$ cat src/logic/tdp_consts.vh
`ifndef TDP_CONSTS_VH
`define TDP_CONSTS_VH
// ==========================================
// Telegram layout
`define TDP_USER_PRM_LEN 3'd6
`define TDP_REQ_LEN_FULL 2'd3
`define TDP_RSP_LEN_FULL 3'd3
`define TDP_RSP_LEN_STAT 3'd3
`define TDP_RSP_LEN_EXT 3'd4
// ==========================================
// Module selection
`define TDP_MOD_FULL 2'd0
`define TDP_MOD_STAT 2'd1
`define TDP_MOD_EXT 2'd2
// ==========================================
// Command codes
`define TDP_CMD_NORMAL 8'h00
`define TDP_CMD_RD_TYPE 8'h09
`define TDP_CMD_RD_OFS 8'h21
`define TDP_CMD_WR_OFS 8'h23
`define TDP_CMD_FIND_OFS 8'h25
`define TDP_CMD_RD_GAIN 8'h29
`define TDP_CMD_WR_GAIN 8'h2B
`define TDP_CMD_CAL_GAIN 8'h2D
`define TDP_CMD_RD_FW 8'hF9
// ==========================================
// Status codes, lead byte, flags and value limits
`define TDP_STAT_OK 8'h00
`define TDP_STAT_OVERFLOW 8'h02
`define TDP_STAT_ERROR 8'h04
`define TDP_STAT_OVERLOAD 8'h06
`define TDP_EXT_LEAD 8'h00
`define TDP_RSP_LEAD_IDX 3'd0
`define TDP_FIND_OFS_ON 8'h01
`define TDP_ZERO16 16'h0000
`define TDP_VALUE_MAX 16'h7FFF
`define TDP_VALUE_MIN 16'h8001
`endif

$ cat src/logic/tdp_master.v
`timescale 1ns/1ps
`include "tdp_consts.vh"
// Behaviour
// RULE1 - Parameter telegram carries six user bytes after the standard bytes.
// RULE2 - Byte 0 equal one requests offset search; it outranks gain calibration.
// RULE3 - Bytes 1 and 2 give gain reference force; zero leaves gain alone.
// RULE4 - Byte 3 zero turns filter off; nonzero selects filter setting.
// RULE5 - Only one telegram module is active, chosen by configuration.
// RULE6 - Full control: command plus reference word out, status plus value back.
// RULE7 - Status module: empty request, reply status then value high, low.
// RULE8 - Extended module: zero byte, status, value high, value low.
// RULE9 - Use feedback-only module only after calibration, no parameter access.
// RULE10 - Command byte meaningful only in full control; 00h is normal.
// RULE11 - Read offset 21h and read gain 29h echo code with value.
// RULE12 - Read type 09h echoes code and returns device type.
// RULE13 - Firmware F9h echoes code; main version high, sub version low.
// RULE14 - Write offset 23h: new offset in reference word, echoed back.
// RULE15 - Write gain 2Bh: new gain in reference word, echoed back.
// RULE16 - Find offset 25h zeroes measurement and returns found offset.
// RULE17 - Calibrate gain 2Dh: force in reference word, gain returned.
// RULE18 - Normal status codes 00h, 02h, 04h, 06h report acquisition quality.
// RULE19 - Reference word signed 16 bits within 32767, high byte first.
// RULE20 - Measured value signed 16 bits within 32767, high byte first.
// RULE21 - Nominal force should scale to 10000.
// RULE22 - Response repeats until command byte changes; 00h returns to status.
module tdp_master (
	input wire clk_sys,
	input wire rst_n,
	// User side
	input wire [1:0] cfg_module,
	input wire prm_start,
	input wire prm_find_offset,
	input wire [15:0] prm_gain_ref,
	input wire [7:0] prm_filter,
	input wire cyc_start,
	input wire [7:0] cmd_code,
	input wire [15:0] cmd_value,
	output reg busy_q,
	output reg rsp_valid_q,
	output reg rsp_match_q,
	output reg [7:0] rsp_status_q,
	output reg [15:0] rsp_value_q,
	output reg [1:0] active_module_q,
	// Link side, byte streams to and from the slave
	output reg tx_valid_q,
	output reg [7:0] tx_data_q,
	output reg tx_prm_q,
	output reg tx_last_q,
	input wire tx_ready,
	input wire rx_valid,
	input wire [7:0] rx_data
);
	// ==========================================
	// States
	localparam ST_IDLE = 3'd0;
	localparam ST_PRM = 3'd1;
	localparam ST_REQ = 3'd2;
	localparam ST_RSP = 3'd3;
	localparam ST_DONE = 3'd4;

	reg [2:0] st_q;
	reg [2:0] idx_q;
	reg [2:0] rx_cnt_q;
	reg [7:0] exp_cmd_q;
	reg [15:0] ref_q;
	reg [1:0] mod_q;
	reg rxv_s1_q, rxv_s2_q;
	reg [7:0] rxd_s1_q, rxd_s2_q;
	reg txr_s1_q, txr_s2_q;
	wire [7:0] store_rd;

	// Parameter bytes are built from the inputs as they go out; send index 0..5
	wire prm_wr = prm_start && (st_q == ST_IDLE);

	function [2:0] rsp_len;
		input [1:0] m;
		begin
			case (m)
			`TDP_MOD_EXT: rsp_len = `TDP_RSP_LEN_EXT; // [RULE8]
			`TDP_MOD_STAT: rsp_len = `TDP_RSP_LEN_STAT; // [RULE7]
			default: rsp_len = `TDP_RSP_LEN_FULL; // [RULE6]
			endcase
		end
	endfunction

	// Clamp to +/-32767, the symmetric range
	function [15:0] clamp16;
		input [15:0] v;
		begin
			clamp16 = (v == 16'h8000) ? `TDP_VALUE_MIN : v; // [RULE19]
		end
	endfunction

	// Offset search overrides gain calibration
	wire [15:0] gain_eff = (prm_find_offset) ? `TDP_ZERO16 : prm_gain_ref; // [RULE2] [RULE3]
	// Byte that follows the one now on the link
	wire [2:0] idx_nx = idx_q + 3'd1;
	reg [7:0] prm_byte;
	always @* begin
		case (idx_nx)
		3'd1: prm_byte = gain_eff[15:8]; // [RULE3]
		3'd2: prm_byte = gain_eff[7:0];
		3'd3: prm_byte = prm_filter; // [RULE4]
		default: prm_byte = `TDP_CMD_NORMAL;
		endcase
	end

	// ==========================================
	// Input synchronisers
	always @(posedge clk_sys) begin
		if (!rst_n) begin
			rxv_s1_q <= 1'b0;
			rxv_s2_q <= 1'b0;
			rxd_s1_q <= `TDP_CMD_NORMAL;
			rxd_s2_q <= `TDP_CMD_NORMAL;
			txr_s1_q <= 1'b0;
			txr_s2_q <= 1'b0;
		end else begin
			rxv_s1_q <= rx_valid;
			rxv_s2_q <= rxv_s1_q;
			rxd_s1_q <= rx_data;
			rxd_s2_q <= rxd_s1_q;
			txr_s1_q <= tx_ready;
			txr_s2_q <= txr_s1_q;
		end
	end

	// Synchronised valid is a level; take one byte per rising edge
	reg rxv_d3_q;
	wire rx_take = rxv_s2_q && !rxv_d3_q;
	wire tx_fire = tx_valid_q && txr_s2_q;
	wire rsp_wr = rx_take && (st_q == ST_RSP);

	// Response bytes kept by position; lead byte read back at the end
	tdp_byte_store u_store (
		.clk_sys(clk_sys),
		.wr_en(rsp_wr),
		.wr_addr(rx_cnt_q),
		.wr_data(rxd_s2_q),
		.rd_addr(`TDP_RSP_LEAD_IDX),
		.rd_data(store_rd)
	);

	// ==========================================
	// Sequencer
	always @(posedge clk_sys) begin
		if (!rst_n) begin
			st_q <= ST_IDLE;
			idx_q <= 3'd0;
			rx_cnt_q <= 3'd0;
			exp_cmd_q <= `TDP_CMD_NORMAL;
			ref_q <= `TDP_ZERO16;
			mod_q <= `TDP_MOD_FULL;
			rxv_d3_q <= 1'b0;
			busy_q <= 1'b0;
			rsp_valid_q <= 1'b0;
			rsp_match_q <= 1'b0;
			rsp_status_q <= `TDP_STAT_OK;
			rsp_value_q <= `TDP_ZERO16;
			active_module_q <= `TDP_MOD_FULL;
			tx_valid_q <= 1'b0;
			tx_data_q <= `TDP_CMD_NORMAL;
			tx_prm_q <= 1'b0;
			tx_last_q <= 1'b0;
		end else begin
			rxv_d3_q <= rxv_s2_q;
			rsp_valid_q <= 1'b0;
			case (st_q)
			ST_IDLE: begin
				idx_q <= 3'd0;
				rx_cnt_q <= 3'd0;
				if (prm_wr) begin
					// Module latched here so only one is ever active
					mod_q <= cfg_module; // [RULE5]
					active_module_q <= cfg_module;
					busy_q <= 1'b1;
					tx_prm_q <= 1'b1;
					tx_valid_q <= 1'b1;
					tx_data_q <= prm_find_offset ? `TDP_FIND_OFS_ON : `TDP_CMD_NORMAL;
					tx_last_q <= 1'b0;
					st_q <= ST_PRM;
				end else if (cyc_start) begin
					busy_q <= 1'b1;
					// Command only meaningful in full control
					exp_cmd_q <= (mod_q == `TDP_MOD_FULL) ? cmd_code : `TDP_CMD_NORMAL; // [RULE10]
					ref_q <= clamp16(cmd_value); // [RULE19]
					if (mod_q == `TDP_MOD_FULL) begin
						tx_valid_q <= 1'b1;
						tx_data_q <= cmd_code; // [RULE6]
						tx_last_q <= 1'b0;
						st_q <= ST_REQ;
					end else begin
						// Empty request in the feedback modules
						st_q <= ST_RSP; // [RULE7] [RULE9]
					end
				end
			end
			ST_PRM: begin
				if (tx_fire) begin
					if (idx_q == `TDP_USER_PRM_LEN - 3'd1) begin // [RULE1]
						tx_valid_q <= 1'b0;
						tx_prm_q <= 1'b0;
						tx_last_q <= 1'b0;
						busy_q <= 1'b0;
						st_q <= ST_IDLE;
					end else begin
						idx_q <= idx_q + 3'd1;
						tx_data_q <= prm_byte; // [RULE3] [RULE4]
						tx_last_q <= (idx_q == `TDP_USER_PRM_LEN - 3'd2);
					end
				end
			end
			ST_REQ: begin
				if (tx_fire) begin
					// Reference word goes high byte first
					if (idx_q == 3'd0) begin
						tx_data_q <= ref_q[15:8]; // [RULE19]
						idx_q <= 3'd1;
					end else if (idx_q == 3'd1) begin
						tx_data_q <= ref_q[7:0];
						tx_last_q <= 1'b1;
						idx_q <= 3'd2;
					end else begin
						tx_valid_q <= 1'b0;
						tx_last_q <= 1'b0;
						st_q <= ST_RSP;
					end
				end
			end
			ST_RSP: begin
				if (rx_take) begin
					rx_cnt_q <= rx_cnt_q + 3'd1;
					if (mod_q == `TDP_MOD_EXT && rx_cnt_q == 3'd0) begin
						// Lead byte lives in the store [RULE8]
					end else if (rx_cnt_q == rsp_len(mod_q) - 3'd3) begin
						rsp_status_q <= rxd_s2_q; // [RULE18]
					end else if (rx_cnt_q == rsp_len(mod_q) - 3'd2) begin
						rsp_value_q[15:8] <= rxd_s2_q; // [RULE20]
					end else begin
						rsp_value_q[7:0] <= rxd_s2_q;
						st_q <= ST_DONE;
					end
				end
			end
			ST_DONE: begin
				rsp_valid_q <= 1'b1; // [RULE22]
				// Echo check; normal command expects a measurement status
				rsp_match_q <= (exp_cmd_q == `TDP_CMD_NORMAL) ? // [RULE15] [RULE16] [RULE17]
					(rsp_status_q[7:3] == 5'd0 && !rsp_status_q[0]) :
					(rsp_status_q == exp_cmd_q); // [RULE11] [RULE12] [RULE13] [RULE14]
				if (mod_q == `TDP_MOD_EXT && store_rd != `TDP_EXT_LEAD) begin
					rsp_match_q <= 1'b0; // [RULE8]
				end
				busy_q <= 1'b0;
				st_q <= ST_IDLE;
			end
			default: st_q <= ST_IDLE;
			endcase
		end
	end
endmodule

$ cat src/logic/tdp_byte_store.v
`timescale 1ns/1ps
// ==========================================
// Small byte store, registered read port
module tdp_byte_store (
	input wire clk_sys,
	input wire wr_en,
	input wire [2:0] wr_addr,
	input wire [7:0] wr_data,
	input wire [2:0] rd_addr,
	output reg [7:0] rd_data
);
	reg [7:0] mem [0:7];
	always @(posedge clk_sys) begin
		if (wr_en) begin
			mem[wr_addr] <= wr_data;
		end
		rd_data <= mem[rd_addr];
	end
endmodule

$ cat config.mk
export PLATFORM = sky130hd
export DESIGN_NAME = tdp_master
export DESIGN_NICKNAME = d
export VERILOG_FILES = /design/src/logic/tdp_master.v /design/src/logic/tdp_byte_store.v
export VERILOG_INCLUDE_DIRS = /design/src /design/src/logic
export SDC_FILE = /design/constraint.sdc
export NUM_CORES = 1
export LEC_CHECK = 0
export ABC_AREA = 0
export BUFFER_PORTS_ARGS = -buffer_cell sky130_fd_sc_hd__buf_4
export CAP_MARGIN = 30
export CORE_MARGIN = 5
export CORE_UTILIZATION = 50
export CTS_CLUSTER_SIZE = 16
export DETAILED_ROUTE_END_ITERATION = 10
export PLACE_DENSITY = 0.85
export SYNTH_ARGS = -nofsm -noshare
export SYNTH_HDL_FRONTEND = slang
export SYNTH_SLANG_ARGS = --single-unit
$ cat constraint.sdc
create_clock -name clk_sys -period 5.1 [get_ports clk_sys]
set_input_delay 0 -clock clk_sys [delete_from_list [all_inputs] [get_ports clk_sys]]
set_output_delay 0 -clock clk_sys [all_outputs]
set_load 0.01 [all_outputs]
==> summary by stage, run 1 <==
Run status
The flow ran to the end, and the final reports show no timing, DRC or antenna violations.

Synthesis
The post-synthesis cell count is 509. In the synthesized netlist the dominant register cell turns out to be dfxtp_1. When the netlist entered floorplanning its net count stood at 580. The sequential element share of the synthesized area is 48.8%.

The post-synthesis cell type count is 58. The average instance in the mapped netlist occupies 9.19 um2. The share of the synthesized area in the top cell type is 43.7%. The synthesized netlist occupies a cell area of 0.00468 mm2. The synthesized flop and latch total is 110. The number of flops mapped to enable cells by yosys is 8. The share of async-settable or async-resettable flops after synthesis is 0%. The synthesized design spends more area on one cell type than any other, namely dfxtp_1. The Yosys step of the flow raised 0 warnings. In the post-synthesis netlist, the biggest area contributors are dfxtp_1 44%, mux2i_1 6.0%, edfxtp_1 5.1%.

Hold path
The path type of the worst min-delay path is input port to flop.

Drt
For this block, the routed nets add up to 12.3 mm of wire. After detailed routing, the number of remaining DRC violations is 0. The via count is 4,228. The count of nets left with antenna violations once routing finished came out at 0.

For this block, the initial DRC count from the detailed router was 348. The detailed-route vias per instance is 5.69. The first detailed-routing pass took 5 iterations. After detailed routing, the average wire length per cell comes to 16.6 um.

Global route
Global routing finished with a remaining overflow of 0. Global routing used 21.8% of the available tracks across all layers. The wire length of the first global-routing pass is 20.2 mm. The via count of the first global-routing pass was 4,182. The pin count of the biggest net entering global routing is 60.

The initial antenna violation count is 0.

Place
The count of buffers added on input and output ports is 104. Once detailed placement completed, the half-perimeter wirelength came to 8.79 mm. The worst setup slack before clock tree synthesis is 2.47 ns. At the end of routability-driven placement, the weighted congestion stood at 0.903. The total placed cells including tap cells is 691.

Timing
The final critical-path required period is 2.73 ns. Setup repair after global routing left no endpoint under its margin. The number of max-slew violations in the final report came to 0. The top achievable clock speed is 366 MHz. The transition time of the tightest slew-check pin is 1.04 ns.

The setup violation total in the final timing report is 0. Adding up every negative setup slack in the final design gives 0 ns. Dividing the final minimum period by the clock period gives 53.6%. The number of hold-slack violations in the final timing report is 0. Setup slack closes at 2.37 ns. In this run the tightest slew margin relative to its limit is 30.2%.

The clock arrives with 0.0139 ns of skew. Final hold analysis gives a worst-case slack of 0.0442 ns.

CTS
The root buffer cell chosen for the clock tree is clkbuf_8. The number of gates given a new drive strength after cts is 0. The clock sink count is 110.

The clock buffer count from CTS is 9. Post-CTS timing repair inserted 0 buffers for setup. The later pin in the worst-skew pair is clocked with a latency of 0.38 ns. Clock-pin slew was measured on the worst setup and hold paths at 0.11 ns.

In this run the deepest clock path goes through 2 buffers. TritonCTS built the clock tree. The number of levels in the clock H-tree is 3.

Pwr
The analysis attributes to cell leakage a power of 2.52 nW. The maximum vdd ir drop is 169 uV. The switching part of the total is 37.9%.

The share of total power dissipated in sequential elements is 43.2%. The internal power of the cells is 0.00151 W. The clock network is responsible for 22.4% of the overall power.

The power share of the combinational group is 34.4%. The reported net switching power is 0.000922 W. The total power divided by cell area is 403 mW/mm2.

Cells and area
The core utilization of the finished layout is 65.6%. The finished layout holds 743 standard cells, fillers aside. The count of nets after finishing is 698. The total inserted antenna cells is 0. After filler insertion, the fill cell instance count of the layout stands at 689.

In the final layout, the share of cells above drive strength 1 is 21.5%. From synthesis to final layout, the design area changed by 28.9%.

Critical path
The worst setup path is of the flop to flop kind. The kind of launch point of the worst setup path is a flop. The sort of element at the end of the critical path is a flop.

Data arrives at the worst endpoint at 3.06 ns. Data on the critical path is required at its endpoint by 5.43 ns. Along the worst path, the maximum fanout reaches 24.

Floorplanning
The number of ports placed on the die boundary is 105. The total core area is 0.00920 mm2. From bottom edge to top edge, the die measures 107 um. The die covers 0.0114 mm2. The starting density of the core is 50.9%. Row generation in the floorplan step produced 35 rows. The floorplan step set the die width to 107 um.

Run
The tool flagged a number of max-cap violations equal to 0.
[kinds of logic after synthesis]
family	synth area share (%)
xor gates and xnor gates	2.25
DFF	48.8
adders and majority gates	1.82
and+or+nand+nor	20.5
AOI/OAI and AO/OA	16.2
buffers and inverters	4.17
muxes	6.23
[final cells by class]
| cell class | count | area, um2 | share of cell area [%] |
|---|---|---|---|
| Sequential cell | 110 | 2280 | 37.8 |
| Inverter | 13 | 48.8 | 0.809 |
| Clock buffer | 9 | 124 | 2.05 |
| Timing Repair Buffer | 141 | 1150 | 19.0 |
| Multi-Input combinational cell | 352 | 2200 | 36.5 |
| Tap cell | 111 | 139 | 2.30 |
| Clock inverter | 7 | 88.8 | 1.47 |
[synth_stat cells, drive strengths merged (2+ instances only)]
cell	count
o221a	7
mux2i	28
nor3b	2
and3	2
dfxtp	102
nor3	13
buf	8
o211ai	8
clkbuf	26
a211oi	2
a32oi	2
nor2	41
a21boi	2
nand3	20
a311oi	7
or4	2
edfxtp	8
xnor2	11
nor4	10
a21oi	38
a22oi	10
nand2	55
nor2b	2
ha	6
nand2b	4
and2	25
inv	13
nand4	11
o211a	2
nand3b	2
a31oi	10
o21ai	12
[repair_timing]
| item | CTS | global route |
|---|---|---|
| setup endpoints to repair | 0 | 0 |
| hold buffers | 36 | 0 |
| endpoints found under the hold margin | 36 | 0 |
[power groups by stage]
| stage | registers [W] | clock network (W) | logic [W] |
|---|---|---|---|
| after detailed placement | 0.00107 | 0 | 0.000792 |
| after global routing | 0.00106 | 0.000588 | 0.000921 |
| after CTS | 0.00105 | 0.000548 | 0.000820 |
| after floorplan | 0.00104 | 0 | 0.000591 |
| after global placement | 0.00106 | 0 | 0.000769 |
| final | 0.00105 | 0.000545 | 0.000837 |
[placed cells by master (no fill, tap or decap), types with 11 or more instances in the layout]
master         netlist  routed
a21oi_1             37      37
and2_1              24      24
buf_4                1     105
dfxtp_1            102     102
dlygate4sd3_1        0      36
inv_1               12      12
mux2i_1             28      28
nand2_1             55      55
nand3_1             20      20
nand4_1             11      11
nor2_1              41      41
nor3_1              13      13
xnor2_1             11      11
[worst max-delay path, cell delays in order, from the launching register on]
cell and delay [ns]:
dfxtp_1 0.85, or4_1 0.23, a21oi_1 0.06, nor3_1 0.82
and2_0 0.47, o221a_2 0.26
[per-stage QoR]
stage / area, um2 / total power [W]
floorplan: 4680 / 0.00163
global placement: 5460 / 0.00183
detailed placement: 5460 / 0.00186
CTS: 6030 / 0.00242
global route: 6030 / 0.00257
finish: 6030 / 0.00243
[sequential cells by signal (all words and copies together) (netlist names), 2 cells and up]
name,cells
st_q,3
u_store.mem,8
tx_data_q,8
u_store.rd_data,8
ref_q,16
exp_cmd_q,8
mod_q,2
rxd_s2_q,8
rsp_status_q,8
rxd_s1_q,8
rx_cnt_q,3
idx_q,3
rsp_value_q,16
[path summary, 6_finish.rpt]
kind	cells after the start	start	slack (ns)	endpoint
setup / recovery	5	st_q[1]	2.37	tx_data_q[0]
hold / removal	2	rst_n	0.04	tx_prm_q
setup reg to reg	5	st_q[1]	2.37	tx_data_q[0]
hold reg to reg	0	u_store.mem[0][1]	0.35	u_store.rd_data[1]
[routing by layer]
| layer | up-vias | track usage, % | share of wire [%] | wire [um] |
|---|---|---|---|---|
| li1 | 2060 | - | - | - |
| met1 | 1994 | 27.7 | 42 | 5170 |
| met2 | 153 | 36.6 | 50 | 6140 |
| met3 | 21 | 4.52 | 6.0 | 739 |
| met4 | 0 | 7.49 | 2.1 | 262 |
| met5 | - | 0 | 0 | 0 |
Note: power is estimated with default switching activity, not from simulation.
==> run 2: changes to the inputs <==
--- a/config.mk
+++ b/config.mk
@@ -10,10 +10,10 @@
 export BUFFER_PORTS_ARGS = -buffer_cell sky130_fd_sc_hd__buf_4
 export CAP_MARGIN = 30
 export CORE_MARGIN = 5
-export CORE_UTILIZATION = 50
+export CORE_UTILIZATION = 49
 export CTS_CLUSTER_SIZE = 16
 export DETAILED_ROUTE_END_ITERATION = 10
-export PLACE_DENSITY = 0.85
+export PLACE_DENSITY = 0.86
 export SYNTH_ARGS = -nofsm -noshare
 export SYNTH_HDL_FRONTEND = slang
 export SYNTH_SLANG_ARGS = --single-unit
==> constraint.sdc (replaced) <==
create_clock -name clk_sys -period 2.29 [get_ports clk_sys]
set_input_delay 0 -clock clk_sys [delete_from_list [all_inputs] [get_ports clk_sys]]
set_output_delay 0 -clock clk_sys [all_outputs]
set_load 0.01 [all_outputs]
==> summary by stage, run 2 (synthesized netlist as in run 1, its figures left out) <==
Critical path
STA classifies the critical path endpoint as a flop. The biggest fanout along the worst timing path is 14 (-42%). Walking the worst path, the cells encountered are buf_4, or4_1, a21oi_1, nor3_1, and2_0, o221a_2. The delay contributed by the slowest stage of the critical path was 0.53 ns (-0.32 ns).

The worst setup path is of the flop to flop kind. The worst setup path is launched from a flop. The slowest stage cell on the critical path is or4_1. The required time reported for the critical path endpoint is 2.57 ns (-2.86 ns). The worst endpoint data arrival time came to 2.45 ns (-0.61 ns).

Drt
The final wirelength was 13.2 mm (+7.1%). The via count is 4,376 (+3.5%). The per-cell routed wire length is 17.0 um (+2.3%). The number of remaining DRC errors is 0 (unchanged). The number of routed nets with antenna violations was 0 (unchanged).

The detailed-route vias per instance is 5.62 (-1.2%). The detailed router's first-iteration violation count was 385 (+11%). The count of TritonRoute iterations in the first routing pass is 6 (+1).

Floorplanning
The die outline area is 0.0116 mm2 (+1.8%). The die outline width is 108 um (+0.92%). The height of the chip came to 108 um (+0.92%). The placement row count was 35 (unchanged).

The total core area was 0.00928 mm2 (+0.95%). The starting density of the core is 50.4% (-0.48 points). The number of ports placed on the die boundary is 105 (unchanged).

Run
The max-capacitance violation count is 0 (unchanged).

Global route
The pin count of the biggest net entering global routing is 38 (-37%). The wire length of the first global-routing pass is 20.8 mm (+3.0%). The sum of overflow across all layers after global routing came to 0 (unchanged). The via count of the first global-routing pass is 4,327 (+3.5%).

The initial antenna violation count is 0 (unchanged). The total track usage is 22.4% (+0.65 points).

Cells and area
In the final layout, the registers with the most flip-flops are ref_q: 16 flops, rsp_value_q: 16 flops. The library cells used most frequently in the layout, excluding fill and tap cells, are 121 x buf_4, 101 x dfxtp_1, 55 x nand2_1. Leaving out fill and tap cells, the most frequent cell in the layout is buf_4. The area growth from synthesis to layout is 32.3%. The share of final-layout standard cells stronger than drive strength 1 came to 23.9% (+2.4 points).

The number of fillers in the final layout was 713 (+3.5%). The total inserted antenna cells is 0 (unchanged). The count of nets after finishing is 715 (+2.4%).

Pwr
The maximum vdd ir drop is 427 uV (+150%). The static power due to leakage is 2.60 nW (+3.1%). The total power after layout came to 0.00560 W (+130%). The total power divided by cell area is 905 mW/mm2 (+120%).

Timing
The worst hold slack is 0.0447 ns (+0.000429 ns). The clock skew after layout was 0.0164 ns (+0.00245 ns). The top achievable clock speed is 462 MHz (+26%).

The worst slew slack as a fraction of its limit is 51.4% (+21 points). The setup violation total in the final timing report came to 0 (unchanged). The final critical-path required period is 2.17 ns (-0.569 ns). The transition time of the tightest slew-check pin is 0.728 ns (-0.312 ns). The post-route fraction of the period consumed by the critical path is 94.6% (+41 points).

The number of max-slew violations in the final report is 0 (unchanged). The number of hold-slack violations in the final timing report came to 0 (unchanged).

CTS
The clock latency of the later-clocked register in the worst-skew pair is 0.38 ns (about the same). The clock sink count is 110 (unchanged). The CTS tree is yes. The number of levels in the clock H-tree is 3 (unchanged).

The clock transition at the register clock pins on the worst setup and hold paths after CTS is 0.12 ns (about the same). The cell at the root of the clock tree is clkbuf_8. The worst-case clock buffer depth came to 2 (unchanged). The clock buffer count from CTS is 9 (unchanged). The post-CTS setup buffer count is 0 (unchanged).

Hold path
The path type of the worst min-delay path is input port to flop.

Place
The weighted congestion reported at the end of routability-driven placement was 0.928 (+2.9%). The port buffer count is 104 (unchanged). The sum of net half-perimeters after detailed placement is 9.14 mm (+4.1%).

Run status
The run finished with clean final reports.
==> run 2: worst paths after layout <==
kind / cells past startpoint / slack [ns] / startpoint / end
worst max-delay path: 6 / 0.12 / st_q[0] / tx_data_q[1]
worst max register to register: 6 / 0.12 / st_q[0] / tx_data_q[1]
worst min register to register: 0 / 0.34 / u_store.mem[0][7] / u_store.rd_data[7]
worst min-delay path: 2 / 0.04 / rst_n / tx_last_q
==> run 2: layout make-up <==
class / count / area, um2 / area share, %
Inverter: 13 / 48.8 / 0.788
Timing Repair Buffer: 158 / 1280 / 20.7
Sequential cell: 110 / 2280 / 36.9
Clock inverter: 7 / 85.1 / 1.37
Multi-Input combinational cell: 352 / 2210 / 35.7
Tap cell: 129 / 161 / 2.61
Clock buffer: 9 / 124 / 2.00
==> run 2: what timing repair did <==
item	4_1_cts	5_1_grt
hold buffers	37	0
gates resized for setup	0	3
hold endpoints to repair	37	0
setup endpoints to repair	0	27
==> run 2: metal layers <==
layer	up-vias	share of wire, %	track usage [%]
met3	41	6.5	4.80
li1	2091	-	-
met5	-	0	0
met4	0	2.3	8.30
met2	208	51	38.9
met1	2036	40	27.1
==> run 2: stage by stage <==
step	TNS (ns)	util (%)	instance area, um2	cells	worst slack, ns
floorplan	0	-	4680	509	0.0558
global placement	0	60.3	5600	725	0.240
detailed placement	0	60.3	5600	725	0.0600
CTS	0	66.6	6180	778	0.0261
global route	-0.00393	66.7	6190	778	-0.00229
finish	0	66.7	6190	778	0.124
==> run 2: power by group <==
group	switching (W)	internal (W)	leakage, nW
registers	0.000145	0.00213	0.909
clock network	0.000750	0.000444	0.101
logic	0.00123	0.000909	1.59
total	0.00212	0.00348	2.60
==> run 2: critical path: cells and delay by family (launching register included) <==
kind | cells | cell delay [ns]
flops | 1 | 0.37
buf+inv | 1 | 0.21
compound gates | 2 | 0.53
simple gates | 3 | 0.95
==> run 3: changes to the inputs <==
--- a/config.mk
+++ b/config.mk
@@ -13,7 +13,7 @@
 export CORE_UTILIZATION = 49
 export CTS_CLUSTER_SIZE = 16
 export DETAILED_ROUTE_END_ITERATION = 10
-export PLACE_DENSITY = 0.86
+export PLACE_DENSITY_LB_ADDON = 0.12
 export SYNTH_ARGS = -nofsm -noshare
 export SYNTH_HDL_FRONTEND = slang
 export SYNTH_SLANG_ARGS = --single-unit
==> summary by stage, run 3 (synthesized netlist as in run 1, its figures left out) <==
Hold path
The capture endpoint of the worst hold path is tx_prm_q. The worst hold path depth is 2 (unchanged). The tightest min-delay check is of the input port to flop type. The worst hold path begins at rst_n.

Floorplanning
The starting density of the core is 50.4% (unchanged). The die outline width is 108 um (unchanged). The placement row count came to 35 (unchanged). The height of the chip is 108 um (unchanged). The number of ports placed on the die boundary was 105 (unchanged). The total core area is 0.00928 mm2 (unchanged). The die outline area was 0.0116 mm2 (unchanged).

Drt
The via count was 4,191 (-4.2%). The number of remaining DRC errors is 0 (unchanged). The per-cell routed wire length was 16.0 um (-5.4%). The number of routed nets with antenna violations is 0 (unchanged). The count of TritonRoute iterations in the first routing pass was 5 (-1). The final wirelength is 12.5 mm (-5.5%). The detailed-route vias per instance came to 5.39 (-4.1%).

The detailed router's first-iteration violation count is 258 (-33%).

Timing
The number of hold-slack violations in the final timing report is 0 (unchanged). The final setup slack of the worst path is 0.154 ns (+0.0301 ns). The number of max-slew violations in the final report is 0 (unchanged). The top achievable clock speed is 468 MHz (+1.4%). The transition time of the tightest slew-check pin is 0.745 ns (+0.0170 ns). The clock skew after layout came to 0.0213 ns (+0.00498 ns). The setup violation total in the final timing report is 0 (unchanged). The final critical-path required period is 2.14 ns (-0.0301 ns). The post-route fraction of the period consumed by the critical path is 93.3% (-1.3 points). The worst slew slack as a fraction of its limit is 50.2% (-1.1 points).

Critical path
The worst setup path is launched from a flop. The worst endpoint data arrival time was 2.37 ns (-0.08 ns). The biggest fanout along the worst timing path came to 8 (-6). The slack of the worst reg-to-reg path is 0.15 ns (+0.03 ns). The required time reported for the critical path endpoint is 2.52 ns (-0.05 ns). The end of the worst register-to-register path is rsp_status_q[6]. The sort of element at the end of the critical path is a flop. The worst flop-to-flop path startpoint is rx_cnt_q[1]. The depth of the worst register-to-register path came to 7 (+1).

The type of the setup path with the least slack is flop to flop.

Global route
The wire length of the first global-routing pass is 20.0 mm (-3.9%). The initial antenna violation count is 0 (unchanged). The total track usage is 21.6% (-0.79 points). The pin count of the biggest net entering global routing is 38 (unchanged). The via count of the first global-routing pass came to 4,047 (-6.5%). The sum of overflow across all layers after global routing came to 0 (unchanged).

Pwr
The maximum vdd ir drop was 430 uV (+0.57%). The static power due to leakage is 2.59 nW (-0.32%). The total power divided by cell area is 891 mW/mm2 (-1.6%).

Cells and area
The largest registers in the layout are ref_q: 16 flops, rsp_value_q: 16 flops. The area growth from synthesis to layout is 31.9%. The library cell used most frequently in the layout, excluding fill and tap cells, is buf_4. The total inserted antenna cells is 0 (unchanged). In the layout the commonest cells are 120 x buf_4, 102 x dfxtp_1, 55 x nand2_1. The post-route cell area came to 0.00617 mm2 (-0.32%).

The share of final-layout standard cells stronger than drive strength 1 was 23.5% (-0.43 points). The count of nets after finishing is 714 (-0.14%).

Place
The placed instance area is 0.00561 mm2 (+0.22%). The weighted congestion reported at the end of routability-driven placement came to 0.877 (-5.5%). The port buffer count is 104 (unchanged).

The sum of net half-perimeters after detailed placement is 9.16 mm (+0.20%). The worst setup slack before clock tree synthesis was 0.108 ns (+0.0477 ns).

CTS
The clock transition at the register clock pins on the worst setup and hold paths after CTS was 0.10 ns (-0.02 ns). The worst-case clock buffer depth was 2 (unchanged). The number of levels in the clock H-tree is 3 (unchanged). The clock buffer count from CTS is 9 (unchanged). The clock sink count is 110 (unchanged). In this run the clock root is driven by a clkbuf_8. The clock latency of the later-clocked register in the worst-skew pair came to 0.38 ns (about the same). TritonCTS built the clock tree.

Run status
The flow ran to the end, and the final reports show no timing, DRC or antenna violations.

Run
The max-capacitance violation count is 0 (unchanged).
==> run 3: final cells by class <==
| cell class | count | area, um2 |
|---|---|---|
| Timing Repair Buffer | 157 | 1280 |
| Inverter | 13 | 48.8 |
| Tap cell | 129 | 161 |
| Multi-Input combinational cell | 352 | 2200 |
| Fill cell | 772 | 3110 |
| Sequential cell | 110 | 2280 |
| Clock inverter | 6 | 63.8 |
| Clock buffer | 10 | 128 |
==> run 3: through the flow <==
stage / util [%] / hold WS (ns) / TNS, ns / power, W / instances
6_report: 66.5 / 0.0483 / 0 / 0.00550 / 777
5_1_grt: 66.5 / 0.0562 / -0.0190 / 0.00583 / 777
4_1_cts: 66.4 / 0.0427 / 0 / 0.00550 / 777
3_5_place_dp: 60.5 / 0.211 / 0 / 0.00432 / 725
3_3_place_gp: 60.5 / 0.207 / 0 / 0.00428 / 725
2_1_floorplan: - / 0.127 / 0 / 0.00363 / 509
==> run 3: report_power, final <==
part           switching [W]  total (W)  internal, W
combinational        0.00117    0.00208     0.000912
clock               0.000704    0.00113     0.000429
sequential          0.000157    0.00228      0.00213
==> run 3: critical path: stages (launching register included) <==
cell and delay (ns):
dfxtp_1 0.47, inv_1 0.12, ha_1 0.23, nor3b_2 0.27
mux2i_1 0.12, or4_4 0.54, mux2i_1 0.21, nor2_1 0.06
==> run 3: repair_timing <==
item,4_1_cts,5_1_grt
hold buffers,36,0
endpoints found under the setup margin,0,22
gates resized for setup,0,1
hold endpoints to repair,36,0
setup buffers,0,0
==> run 3: how the worst max path moves through the flow <==
stage	start	end	cells past startpoint
floorplan	st_q[0]	u_store.mem[0][0]	5
global placement	rx_cnt_q[1]	rsp_status_q[6]	7
detailed placement	rx_cnt_q[1]	rsp_value_q[0]	7
CTS	rx_cnt_q[1]	rsp_value_q[0]	7
global route	rx_cnt_q[1]	rsp_status_q[6]	7
finish	rx_cnt_q[1]	rsp_status_q[6]	7
==> run 3: metal layers <==
metal,track usage (%),wire [um],vias to the layer above
met5,0,0,-
met4,4.87,116,0
met3,4.26,563,9
met2,35.0,6040,103
met1,29.8,5740,1996
li1,-,-,2083
